==> src/verilog/dbpo_pkg.sv <==
package dbpo_pkg;
	localparam logic [11:0] DBPO_PORT_C_PIN_OFF = 12'h000;
	localparam logic [11:0] DBPO_PORT_C_OUT_OFF = 12'h004;
	localparam logic [11:0] DBPO_PORT_C_DIR_OFF = 12'h008;
	localparam logic [11:0] DBPO_PORT_D_PIN_OFF = 12'h00c;
	localparam logic [11:0] DBPO_PORT_D_OUT_OFF = 12'h010;
	localparam logic [11:0] DBPO_PORT_D_DIR_OFF = 12'h014;
	localparam logic [11:0] DBPO_PORT_E_DIR_OFF = 12'h018;
	localparam logic [7:0]  DBPO_DIR_RESET      = 8'hff;
	localparam logic [7:0]  DBPO_LAT_RESET      = 8'h00;
	localparam logic [7:0]  DBPO_PORT_E_RESET   = 8'h07;
	localparam int          DBPO_PAR_SLAVE_BIT  = 4;
	localparam int          DBPO_SYNC_STAGES    = 2;

	// Peripheral requests from the units sharing the pins
	typedef struct packed {
		logic spi_en;
		logic spi_serial_out;
		logic twi_en;
		logic twi_sda_drive_low;
		logic uart_en;
		logic uart_sync;
		logic uart_master;
		logic uart_tx; // Also the master clock in sync mode
		logic uart_data_out;
		logic uart_data_drive;
		logic pwm_multi;
		logic pwm_b_en;
		logic pwm_c_en;
		logic pwm_d_en;
		logic pwm_channel_b;
		logic pwm_channel_c;
		logic pwm_channel_d;
	} dbpo_periph_t;

	// Inputs returned to the units from the pins
	typedef struct packed {
		logic spi_serial_in;
		logic twi_sda_in;
		logic uart_rx;
		logic sync_serial_clk;
		logic sync_serial_data;
		logic capture2_in;
		logic parallel_slave_port;
		logic [7:0] par_slave_data_in;
	} dbpo_fromio_t;
endpackage : dbpo_pkg

==> src/verilog/dbpo_port.sv <==
`timescale 1ns/1ns
module dbpo_port
	import dbpo_pkg::*;
#(
	parameter int WIDTH = 8
)
(
	input  wire logic                ref_clk,
	input  wire logic                rst_n,
	input  wire logic                hsel,
	input  wire logic [11:0]         haddr,
	input  wire logic [1:0]          htrans,
	input  wire logic                hwrite,
	input  wire logic [2:0]          hsize,
	input  wire logic [31:0]         hwdata,
	input  wire logic                hready,
	output logic      [31:0]         hrdata,
	output logic                     hreadyout,
	output logic                     hresp,
	input  wire logic [WIDTH-1:0]    port_c_in,
	output logic      [WIDTH-1:0]    port_c_out,
	output logic      [WIDTH-1:0]    port_c_oe,
	input  wire logic [WIDTH-1:0]    port_d_in,
	output logic      [WIDTH-1:0]    port_d_out,
	output logic      [WIDTH-1:0]    port_d_oe,
	input  wire logic                port_b_bit3_in,
	input  wire logic                capture2_pin_select,
	input  wire dbpo_pkg::dbpo_periph_t periph,
	output dbpo_pkg::dbpo_fromio_t   fromio
);
	import dbpo_pkg::*;

	// Pin map and read mux are written for eight pins only
	if (WIDTH != 8)
	begin : g_width_check
		$error("dbpo_port supports WIDTH 8 only");
	end

	logic [WIDTH-1:0] port_c_out_register;
	logic [WIDTH-1:0] port_c_direction_register;
	logic [WIDTH-1:0] port_d_out_register;
	logic [WIDTH-1:0] port_d_direction_register;
	logic [7:0]       port_e_direction_register;
	logic [WIDTH-1:0] c_meta;
	logic [WIDTH-1:0] port_c_pin_value;
	logic [WIDTH-1:0] d_meta;
	logic [WIDTH-1:0] port_d_pin_value;
	logic             b3_meta;
	logic             b3_sync;
	logic             dp_write;
	logic [11:0]      dp_addr;
	logic             dp_read;
	logic [31:0]      next_hrdata;

	// Address phase capture, no wait states
	wire addr_take = hsel && hready && htrans[1];
	always_ff @(posedge ref_clk or negedge rst_n)
	begin
		if (!rst_n)
		begin
			dp_write <= 1'b0;
			dp_read  <= 1'b0;
			dp_addr  <= 12'h000;
		end
		else
		begin
			dp_write <= addr_take && hwrite;
			dp_read  <= addr_take && !hwrite;
			dp_addr  <= {haddr[11:2], 2'b00};
		end
	end

	assign hreadyout = 1'b1;
	assign hresp     = 1'b0;

	// Write decode in data phase
	wire wr_c_pin = dp_write && (dp_addr == DBPO_PORT_C_PIN_OFF);
	wire wr_c_out = dp_write && (dp_addr == DBPO_PORT_C_OUT_OFF);
	wire wr_c_dir = dp_write && (dp_addr == DBPO_PORT_C_DIR_OFF);
	wire wr_d_pin = dp_write && (dp_addr == DBPO_PORT_D_PIN_OFF);
	wire wr_d_out = dp_write && (dp_addr == DBPO_PORT_D_OUT_OFF);
	wire wr_d_dir = dp_write && (dp_addr == DBPO_PORT_D_DIR_OFF);
	wire wr_e_dir = dp_write && (dp_addr == DBPO_PORT_E_DIR_OFF);

	// Latches and directions; reset floats all pins
	always_ff @(posedge ref_clk or negedge rst_n)
	begin
		if (!rst_n)
		begin
			port_c_out_register       <= DBPO_LAT_RESET;
			port_c_direction_register <= DBPO_DIR_RESET;
			port_d_out_register       <= DBPO_LAT_RESET;
			port_d_direction_register <= DBPO_DIR_RESET;
			port_e_direction_register <= DBPO_PORT_E_RESET;
		end
		else
		begin
			if (wr_c_pin || wr_c_out)
				port_c_out_register <= hwdata[WIDTH-1:0];
			if (wr_c_dir)
				port_c_direction_register <= hwdata[WIDTH-1:0];
			if (wr_d_pin || wr_d_out)
				port_d_out_register <= hwdata[WIDTH-1:0];
			if (wr_d_dir)
				port_d_direction_register <= hwdata[WIDTH-1:0];
			if (wr_e_dir)
				port_e_direction_register <= hwdata[7:0];
		end
	end

	// Pin synchronisers; pins are asynchronous to ref_clk
	always_ff @(posedge ref_clk or negedge rst_n)
	begin
		if (!rst_n)
		begin
			c_meta           <= '0;
			port_c_pin_value <= '0;
			d_meta           <= '0;
			port_d_pin_value <= '0;
			b3_meta          <= 1'b0;
			b3_sync          <= 1'b0;
		end
		else
		begin
			c_meta           <= port_c_in;
			port_c_pin_value <= c_meta;
			d_meta           <= port_d_in;
			port_d_pin_value <= d_meta;
			b3_meta          <= port_b_bit3_in;
			b3_sync          <= b3_meta;
		end
	end

	// Read mux; direction reads ignore overrides
	wire [7:0] rd_sel =
		(dp_addr == DBPO_PORT_C_PIN_OFF) ? port_c_pin_value :
		(dp_addr == DBPO_PORT_C_OUT_OFF) ? port_c_out_register :
		(dp_addr == DBPO_PORT_C_DIR_OFF) ? port_c_direction_register :
		(dp_addr == DBPO_PORT_D_PIN_OFF) ? port_d_pin_value :
		(dp_addr == DBPO_PORT_D_OUT_OFF) ? port_d_out_register :
		(dp_addr == DBPO_PORT_D_DIR_OFF) ? port_d_direction_register :
		(dp_addr == DBPO_PORT_E_DIR_OFF) ? port_e_direction_register :
		8'h00;
	assign next_hrdata = dp_read ? {24'h000000, rd_sel} : 32'h00000000;
	assign hrdata      = next_hrdata;

	// Port C lower pins: plain port behaviour
	wire [3:0] c_low_oe = ~port_c_direction_register[3:0];

	// Bit 4: serial-in relies on software input; two-wire drives low
	wire c4_twi = periph.twi_en && port_c_direction_register[4];
	wire c4_oe  = c4_twi ? periph.twi_sda_drive_low : !port_c_direction_register[4];
	wire c4_out = c4_twi ? 1'b0 : port_c_out_register[4];

	// Bit 5: serial out wins over latch when output
	wire c5_oe  = !port_c_direction_register[5];
	wire c5_out = periph.spi_en ? periph.spi_serial_out : port_c_out_register[5];

	// Bit 6: async transmit, or transmit line as sync master clock
	wire c6_tx  = periph.uart_en && !periph.uart_sync;
	wire c6_clk = periph.uart_en && periph.uart_sync && periph.uart_master;
	wire c6_slv = periph.uart_en && periph.uart_sync && !periph.uart_master;
	wire c6_oe  = c6_tx ? !port_c_direction_register[6] :
		c6_clk ? 1'b1 : c6_slv ? 1'b0 : !port_c_direction_register[6];
	wire c6_out = (c6_tx || c6_clk) ? periph.uart_tx : port_c_out_register[6];

	// Bit 7: sync data drives when transmitting
	wire c7_sync = periph.uart_en && periph.uart_sync;
	wire c7_oe   = c7_sync ? periph.uart_data_drive : !port_c_direction_register[7];
	wire c7_out  = c7_sync ? periph.uart_data_out : port_c_out_register[7];

	// Pin outputs registered from next values
	wire [7:0] next_c_out = {c7_out, c6_out, c5_out, c4_out, port_c_out_register[3:0]};
	wire [7:0] next_c_oe  = {c7_oe, c6_oe, c5_oe, c4_oe, c_low_oe};

	// Port D: parallel slave mode, disabled by multi-output PWM
	wire par_slave_on = port_e_direction_register[DBPO_PAR_SLAVE_BIT]
		&& !periph.pwm_multi;
	wire [7:0] pwm_en  = {periph.pwm_d_en, periph.pwm_c_en, periph.pwm_b_en, 5'h00};
	wire [7:0] pwm_val = {periph.pwm_channel_d, periph.pwm_channel_c, periph.pwm_channel_b, 5'h00};
	wire [7:0] d_base_oe = par_slave_on ? 8'h00 : ~port_d_direction_register;
	wire [7:0] next_d_oe  = (pwm_en & ~port_d_direction_register) | (~pwm_en & d_base_oe);
	wire [7:0] next_d_out = (pwm_en & pwm_val) | (~pwm_en & port_d_out_register);

	always_ff @(posedge ref_clk or negedge rst_n)
	begin
		if (!rst_n)
		begin
			port_c_out <= '0;
			port_c_oe  <= '0;
			port_d_out <= '0;
			port_d_oe  <= '0;
		end
		else
		begin
			port_c_out <= next_c_out;
			port_c_oe  <= next_c_oe;
			port_d_out <= next_d_out;
			port_d_oe  <= next_d_oe;
		end
	end

	// Inputs back to the units, from synchronised pins
	assign fromio.spi_serial_in       = port_c_pin_value[4];
	assign fromio.twi_sda_in          = port_c_pin_value[4];
	assign fromio.uart_rx             = port_c_direction_register[7] && port_c_pin_value[7];
	assign fromio.sync_serial_clk     = port_c_pin_value[6];
	assign fromio.sync_serial_data    = port_c_pin_value[7];
	assign fromio.capture2_in         = capture2_pin_select ? port_c_pin_value[1] : b3_sync;
	assign fromio.parallel_slave_port = par_slave_on;
	assign fromio.par_slave_data_in   = par_slave_on ? port_d_pin_value : 8'h00;
endmodule : dbpo_port

==> config.mk <==
export PLATFORM = sky130hd
export DESIGN_NAME = dbpo_port
export DESIGN_NICKNAME = d
export VERILOG_FILES = /design/src/verilog/dbpo_pkg.sv /design/src/verilog/dbpo_port.sv
export SDC_FILE = /design/constraint.sdc
export NUM_CORES = 1
export LEC_CHECK = 0
export BUFFER_PORTS_ARGS = -buffer_cell sky130_fd_sc_hd__buf_2
export CAP_MARGIN = 40
export CELL_PAD_IN_SITES_DETAIL_PLACEMENT = 1
export CELL_PAD_IN_SITES_GLOBAL_PLACEMENT = 1
export CORE_UTILIZATION = 38
export DETAILED_ROUTE_END_ITERATION = 8
export PLACE_DENSITY_LB_ADDON = 0.1
export SLEW_MARGIN = 20
export SYNTH_ARGS = -nofsm -noshare
export SYNTH_HDL_FRONTEND = slang
export SYNTH_SLANG_ARGS = --single-unit
==> constraint.sdc <==
create_clock -name ref_clk -period 3.2 [get_ports ref_clk]
set_clock_uncertainty 0.15 [all_clocks]
set_input_delay 0.64 -clock ref_clk [delete_from_list [all_inputs] [get_ports ref_clk]]
set_output_delay 0.64 -clock ref_clk [all_outputs]
set_load 0.1 [all_outputs]
* Yosys cells after proc, flatten, opt, wreduce, memory -nomap -nowiden
Cells that the tools add are included.
** Cells by class
- Equality and inequality tests :: 6
- Mux-type cells :: 20
- Bitwise logic cells :: 9
- Reduce and logical (&&, ||, !) cells :: 30
** Operator list (number)
- two-way mux 8 bit :: 10
- bitwise AND 8 bit :: 4
- equality test 10 x 3 -> 1 bit, second input constant :: 3
- equality test 10 x 2 -> 1 bit, second input constant :: 2
- logical AND 1 bit :: 18
- inverter 8 bit :: 2
- bitwise OR 8 bit :: 2
- logical NOT 12 bit :: 1
- equality test 10 x 1 -> 1 bit, second input constant :: 1
- two-way mux 1 bit :: 10
- logical NOT 1 bit :: 8
- inverter 4 bit :: 1
- logical OR 1 bit :: 3
** Storage, ports and cells
- Register bits after elaboration :: 118
- Output and inout port bits :: 81
- Word-level logic and storage cells :: 83

* Logic depth before layout (Yosys ltp)
Gate-level depths: netlist of the first run.
- Depth in word-level cells :: 9
- Gate-level depth with buffers :: 6
- Mapped depth without buffers :: 4

* Least setup slack after synthesis of the first run
Ideal clock, no wire load.
- Path kind :: flip-flop to output port
- Start point :: register dp_addr[2]
- End point :: output port hrdata[2]
- Data arrival time :: 3.466 ns
- Setup slack :: -1.056 ns
- Cell stages (with the launch flop) :: 7
- Cell sequence :: dfrtp_1 > buf_2 > buf_2 > mux2i_1 > nor2_1 > a21oi_1 > a221oi_1
** On the way
- Word-level cells in the longest chain between the ends :: 9
** RTL lines
- start, declared :: line dbpo_port.sv:51 : logic [11:0] dp_addr;
- start signal, assigned :: line dbpo_port.sv:69 : dp_addr <= {haddr[11:2], 2'b00};
- equality test 10 x 3 -> 1 bit :: line dbpo_port.sv:142 : (dp_addr == DBPO_PORT_E_DIR_OFF) ? port_e_direction_register :
- two-way mux 8 bit :: line dbpo_port.sv:142
- two-way mux 8 bit :: line dbpo_port.sv:141 : (dp_addr == DBPO_PORT_D_DIR_OFF) ? port_d_direction_register :
- two-way mux 8 bit :: line dbpo_port.sv:140 : (dp_addr == DBPO_PORT_D_OUT_OFF) ? port_d_out_register :
- two-way mux 8 bit :: line dbpo_port.sv:139 : (dp_addr == DBPO_PORT_D_PIN_OFF) ? port_d_pin_value :
- two-way mux 8 bit :: line dbpo_port.sv:138 : (dp_addr == DBPO_PORT_C_DIR_OFF) ? port_c_direction_register :
- two-way mux 8 bit :: line dbpo_port.sv:137 : (dp_addr == DBPO_PORT_C_OUT_OFF) ? port_c_out_register :
- two-way mux 8 bit * :: line dbpo_port.sv:136 : (dp_addr == DBPO_PORT_C_PIN_OFF) ? port_c_pin_value :
- two-way mux 8 bit * :: line dbpo_port.sv:144 : assign next_hrdata = dp_read ? {24'h000000, rd_sel} : 32'h00000000;
- end, declared :: line dbpo_port.sv:17 : output logic [31:0] hrdata,
Every way passes the cells marked *; elsewhere a longest branch is shown, timed or not.

* Final worst setup path of the first run
- Start point :: register dp_addr[7]
- End point :: output port hrdata[7]
The elaborated chain is that of the path after synthesis.

==> impl_metrics.tcl, run 1 <==
set metrics [dict create \
    final_nets 548 \
    antennaDiodeCount 0 \
    cts_inserted_buffers 17 \
    crit_path_end_kind "output port" \
    post-route-util_pct 52.23 \
    drv_slew 0 \
    synth_area_um2 4584 \
    clock_latency_ns 0.41 \
    drcViolationCount 10 \
    final_common_cell "dfrtp_1" \
    yosys.area_share.simple_pct 7.560 \
    dpl.cell_count 582 \
    place_ws_ns 0.4116 \
    gp_congestion 0.7181 \
    synth-compound-area-share_pct 5.431 \
    required_ns 2.41 \
    clk_pin_slew_worst_paths_ns 0.05 \
    final-instance-count-excl-fill 614 \
    yosysSeqAreaShare_pct 64.93 \
    initial_core_util_pct 39.64 \
    timing.final.crit_period_ns 3.077 \
    dp_hpwl_um 7145 \
    tritoncts "done" \
    rsz0062_at_grt "no" \
    critical_path_peak_fanout 6 \
    drt-total-wl_um 10460 \
    cts_htree_levels 4 \
    ys_types 44 \
    worst_pin_slew_ns 0.6073 \
    grt_max_degree 119 \
    synth_ff_type "dfrtp_1" \
    via_per_inst 4.739 \
    syn2layout_area_growth_pct 31.77 \
    ys_async_sr_fraction_pct 100.0 \
    violations "design-rule violations" \
    grt_use_total_pct 18.56 \
    synth_top_family_by_area "multiplexers" \
    vias 2910 \
    wl_per_cell_um 17.04 \
    worstSetupStartpointType "flip-flop" \
    postCtsHoldBufs 0 \
    finalSetupViolCount 0 \
    ant_nets 0 \
    worst_slew_margin_rel_pct 59.52 \
    grt-ovfl-total 0 \
    hold_path.class "in -> async" \
    synth_xor_area_share_pct 0 \
    row_count 39 \
    first_global_vias 3191 \
    r2r_start "dp_addr[7]" \
    io-pin-count 170 \
    synthMuxAreaShare_pct 14.90 \
    synth-edff-count 0 \
    fin_ws_ns 0.1225 \
    portBuffers 113 \
    path_class "reg -> out" \
    stdcell_area_um2 6041 \
    status "finished with violations" \
    antenna_found_initial 0 \
    syn_inst 334 \
    placed_area_um2 5519 \
    cellPowerDensity_nw_per_um2 647.4 \
    hold_viol 0 \
    final.period_utilization_pct 96.17 \
    synth_seq_cells 118 \
    first_pass_iters 6 \
    p_leak_nw 2.825 \
    avgSynthCellArea_um2 13.73 \
    n_fill_cell 1196 \
    synth_warnings 0 \
    synthAdderAreaFrac_pct 0 \
    hold_slack_ns 0.1661 \
    clock-root-buffer "clkbuf_16" \
    dieArea_um2 12510 \
    clockBufferDepth 2 \
    core_um2 11560 \
    first_iter_violations 125 \
    drive_above_1_share_pct 48.62 \
    cts.sinks 118 \
    die_w_um 111.8 \
    arrival_ns 2.29 \
    grt_pass1_wl_um 16890 \
    drv_cap 0 \
    max-vdd-ir-drop_mv 0.4351 \
    layout_common_cells "dfrtp_1, buf_2, mux2_2" \
    cp-startpoint "dp_addr[7]" \
    die_y_um 111.8 \
    fmax_mhz 324.9 \
]
-- cells by family after synthesis --
family	count (synthesis)
compound gates	40
other cells	2
buf+inv	54
mux	61
flops	118
simple gates	59
-- power by group --
group          total (mW)  switching [mW]  internal (mW)
Sequential           1.63          0.0454           1.58
Combinational       0.626           0.503          0.123
Clock                1.65           0.603           1.05
Total                3.91            1.15           2.76
-- cell usage after synthesis (2+ instances only) --
cell	count	area, um2
nor2_1	15	56.30
nand3_2	2	20.02
mux2_2	48	540.5
nor3_1	2	10.01
and2_1	10	62.56
conb_1	2	7.510
o21ai_0	9	45.04
clkbuf_1	3	11.26
nor4_1	2	12.51
dfstp_2	19	499.2
buf_4	31	232.7
nor2b_1	4	25.02
dfrtp_1	99	2477
buf_2	2	10.01
inv_1	13	48.80
nand2_1	12	45.04
buf_1	4	15.01
a21oi_1	16	80.08
o31ai_1	2	15.01
a221oi_1	3	26.28
a2111oi_0	2	17.52
mux2i_1	12	120.1
-- timing repair --
action	in CTS	in global routing
endpoints found under the setup margin	5	1
cloned	0	0
resized for setup	2	1
buffers inserted	0	1
-- critical path: stages, from the launching register on --
cell and delay, ns:
dfrtp_1 0.37, or4_4 0.58, nor4_2 0.22, buf_4 0.23
nand2_1 0.07, and4_1 0.23, buf_12 0.17
-- final timing paths --
| kind | slack [ns] | cells past startpoint | end |
|---|---|---|---|
| hold / removal | 0.17 | 2 | b3_sync |
| max in group asynchronous | 2.26 | 2 | dp_addr[2] |
| setup / recovery | 0.12 | 6 | hrdata[7] |
| setup reg to reg | 0.88 | 4 | port_c_direction_register[1] |
| min in group ref_clk | 0.18 | 1 | dp_addr[7] |
| hold reg to reg | 0.19 | 0 | port_c_pin_value[7] |
-- stage by stage --
step / power, mW / TNS [ns]
final: 3.911 / 0
after global routing: 4.061 / 0
after CTS: 3.968 / 0
after detailed placement: 2.285 / 0
after global placement: 2.273 / 0
after floorplan: 2.145 / -0.4813
-- metal layers --
metal,GRT usage [%],share of wire [%],vias to the layer above
li1,-,-,1343
met4,9.189,1.8,0
met3,5.444,4.7,13
met5,0,0,-
met1,22.28,44,1463
met2,30.52,50,91
-- flip-flops by register name, indices dropped and copies added (netlist names) --
name and flops:
port_c_out 8, port_c_direction_register 8, b3_sync 1, port_c_out_register 8, port_c_pin_value 8, port_d_pin_value 8, dp_read 1, port_d_out_register 8
b3_meta 1, dp_addr 10, port_d_direction_register 8, port_d_out 8, port_e_direction_register 8, port_d_oe 8, c_meta 8, d_meta 8
dp_write 1, port_c_oe 8
-- cell type report --
| class | instances | area [um2] | share of cell area, % |
|---|---|---|---|
| multi-input cells | 186 | 1416 | 23.45 |
| flip-flops and latches | 118 | 2978 | 49.30 |
| clock buffers | 25 | 455.4 | 7.539 |
| well taps | 143 | 178.9 | 2.962 |
| repair buffers | 122 | 903.4 | 14.95 |
| clock inverters | 6 | 55.05 | 0.9114 |
| inverters | 14 | 53.80 | 0.8906 |
Note: power is estimated with default switching activity, not from simulation.
==> run 2, diff against run 1 <==
Settings changed: BUFFER_PORTS_ARGS -buffer_cell sky130_fd_sc_hd__buf_2 to unset, CORE_UTILIZATION 38 to 45, DONT_BUFFER_PORTS set to 1, GPL_ROUTABILITY_DRIVEN set to 0.
==> run 2 against run 1 <==
The flow finishes with violations (negative hold slack). Final cell count fell by 11%. Sequential share of layout area up 0.66 points. Total power is 1.4% higher. Non-clock buffer count is 61 lower. Sequential power is 9.8% higher.
==> impl_metrics.tcl, run 2 (synthesized netlist as in run 1, its figures left out) <==
set metrics [dict create \
    largest_reg_flops 10 \
    required_ns 2.41 \
    ant_nets 0 \
    dp_hpwl_um 6645 \
    first_global_vias 2936 \
    cellPowerDensity_nw_per_um2 665.3 \
    core_um2 9819 \
    crit_path_end_kind "output port" \
    r2r_end "port_c_direction_register[4]" \
    postCtsHoldBufs 27 \
    top_register "dp_addr" \
    initial_core_util_pct 46.69 \
    syn2layout_area_growth_pct 30.08 \
    critical_path_peak_fanout 3 \
    portBuffers 0 \
    clock-root-buffer "clkbuf_8" \
    first_iter_violations 64 \
    clock_latency_ns 0.52 \
    post-route-util_pct 60.73 \
    rsz0062_at_grt "no" \
    grt_pass1_wl_um 16620 \
    reg2reg_depth 4 \
    grt_max_degree 119 \
    cts_htree_levels 4 \
    tritoncts "done" \
    worstSetupStartpointType "flip-flop" \
    status "finished with violations" \
    grt_use_total_pct 22.66 \
    seqCellArea_um2 2979 \
    fmax_mhz 322.5 \
    arrival_ns 2.31 \
    via_per_inst 5.149 \
    die_y_um 102.9 \
    place_ws_ns 0.2645 \
    antenna_found_initial 0 \
    setup_tns_ns 0 \
    n_fill_cell 942 \
    fin_ws_ns 0.09920 \
    antennaDiodeCount 0 \
    clockBufferDepth 2 \
    clk_pin_slew_worst_paths_ns 0.06 \
    regToRegSetupSlack_ns 0.83 \
    dpl.cell_count 480 \
    hold_viol 118 \
    layout_common_cells "dfrtp_1, mux2_2, dlygate4sd3_1" \
    hold_path.class "in -> async" \
    wl_per_cell_um 20.09 \
    row_count 36 \
    violations "negative hold slack" \
    power_mw 3.968 \
    dieArea_um2 10600 \
    final.period_utilization_pct 96.90 \
    drcViolationCount 0 \
    multi_input_area_um2 1495 \
    timing.final.crit_period_ns 3.101 \
    worst_pin_slew_ns 0.8912 \
    die_w_um 102.9 \
    cts.sinks 118 \
    drv_slew 0 \
    max-vdd-ir-drop_mv 0.4362 \
    cts_inserted_buffers 17 \
    drv_cap 0 \
    drt-total-wl_um 10930 \
    hold_slack_ns -0.3341 \
    grt-ovfl-total 0 \
    drive_above_1_share_pct 36.25 \
    final_nets 487 \
    path_class "reg -> out" \
    finalSetupViolCount 0 \
    r2r_start "dp_addr[7]" \
    first_pass_iters 4 \
    final-instance-count-excl-fill 544 \
    final_common_cell "dfrtp_1" \
    p_leak_nw 2.628 \
    vias 2801 \
    io-pin-count 170 \
    worst_slew_margin_rel_pct 40.63 \
]
run 2: cell count changes in the layout (fill, tap and decap cells not counted), sizes merged:
| cell | previous run | this run |
|---|---|---|
| dlygate4sd3 | 0 | 27 |
| buf | 122 | 34 |
| clkbuf | 25 | 28 |
| clkinv | 6 | 4 |
run 2: layer usage:
| metal | share of wire [%] | track usage, % | up-vias |
|---|---|---|---|
| met4 | 2.0 | 9.967 | 0 |
| met5 | 0 | 0 | - |
| li1 | - | - | 1223 |
| met1 | 39 | 26.87 | 1461 |
| met2 | 54 | 38.51 | 98 |
| met3 | 4.7 | 6.441 | 19 |
run 2: timing repair:
item / CTS / global route
endpoints found under the setup margin: 7 / 4
pin swaps: 2 / 0
resized for setup: 4 / 3
buffers inserted: 3 / 0
endpoints found under the hold margin: 145 / 118
run 2: metrics by stage:
stage | area (um2) | hold slack, ns
after floorplan | 4707 | 0.1812
after global placement | 4980 | 0.1829
after detailed placement | 5035 | 0.1856
after CTS | 5891 | -0.3616
after global routing | 5963 | -0.3598
final | 5963 | -0.3341
run 2: layout make-up:
| class | instances | area share [%] |
|---|---|---|
| Clock buffer | 28 | 8.477 |
| Clock inverter | 4 | 0.7554 |
| Inverter | 14 | 0.9022 |
| Multi-Input combinational cell | 186 | 25.07 |
| Sequential cell | 118 | 49.96 |
| Tap cell | 133 | 2.791 |
| Timing Repair Buffer | 61 | 12.04 |
run 2: worst max-delay path, cell delays in order, from the launching register on:
cell and delay, ns:
dfrtp_1 0.39, or4_4 0.60, nor4_4 0.17, buf_4 0.18, nand2_1 0.06, o21a_1 0.21
buf_12 0.17
run 2: how the worst max path moves through the flow:
stage,endpoint,slack [ns],startpoint
global placement,hrdata[1],0.28,dp_addr[7]
finish,hrdata[5],0.1,dp_addr[7]
detailed placement,hrdata[1],0.26,dp_addr[7]
global route,hrdata[7],0.006,dp_addr[2]
CTS,hrdata[3],0.05,dp_addr[7]
floorplan,hrdata[2],-0.14,dp_addr[2]
run 2: power breakdown:
group / switching, mW / leakage (nW) / internal (mW)
registers: 0.214 / 1.36 / 1.58
logic: 0.301 / 0.995 / 0.109
clock network: 0.633 / 0.273 / 1.13
total: 1.15 / 2.63 / 2.82
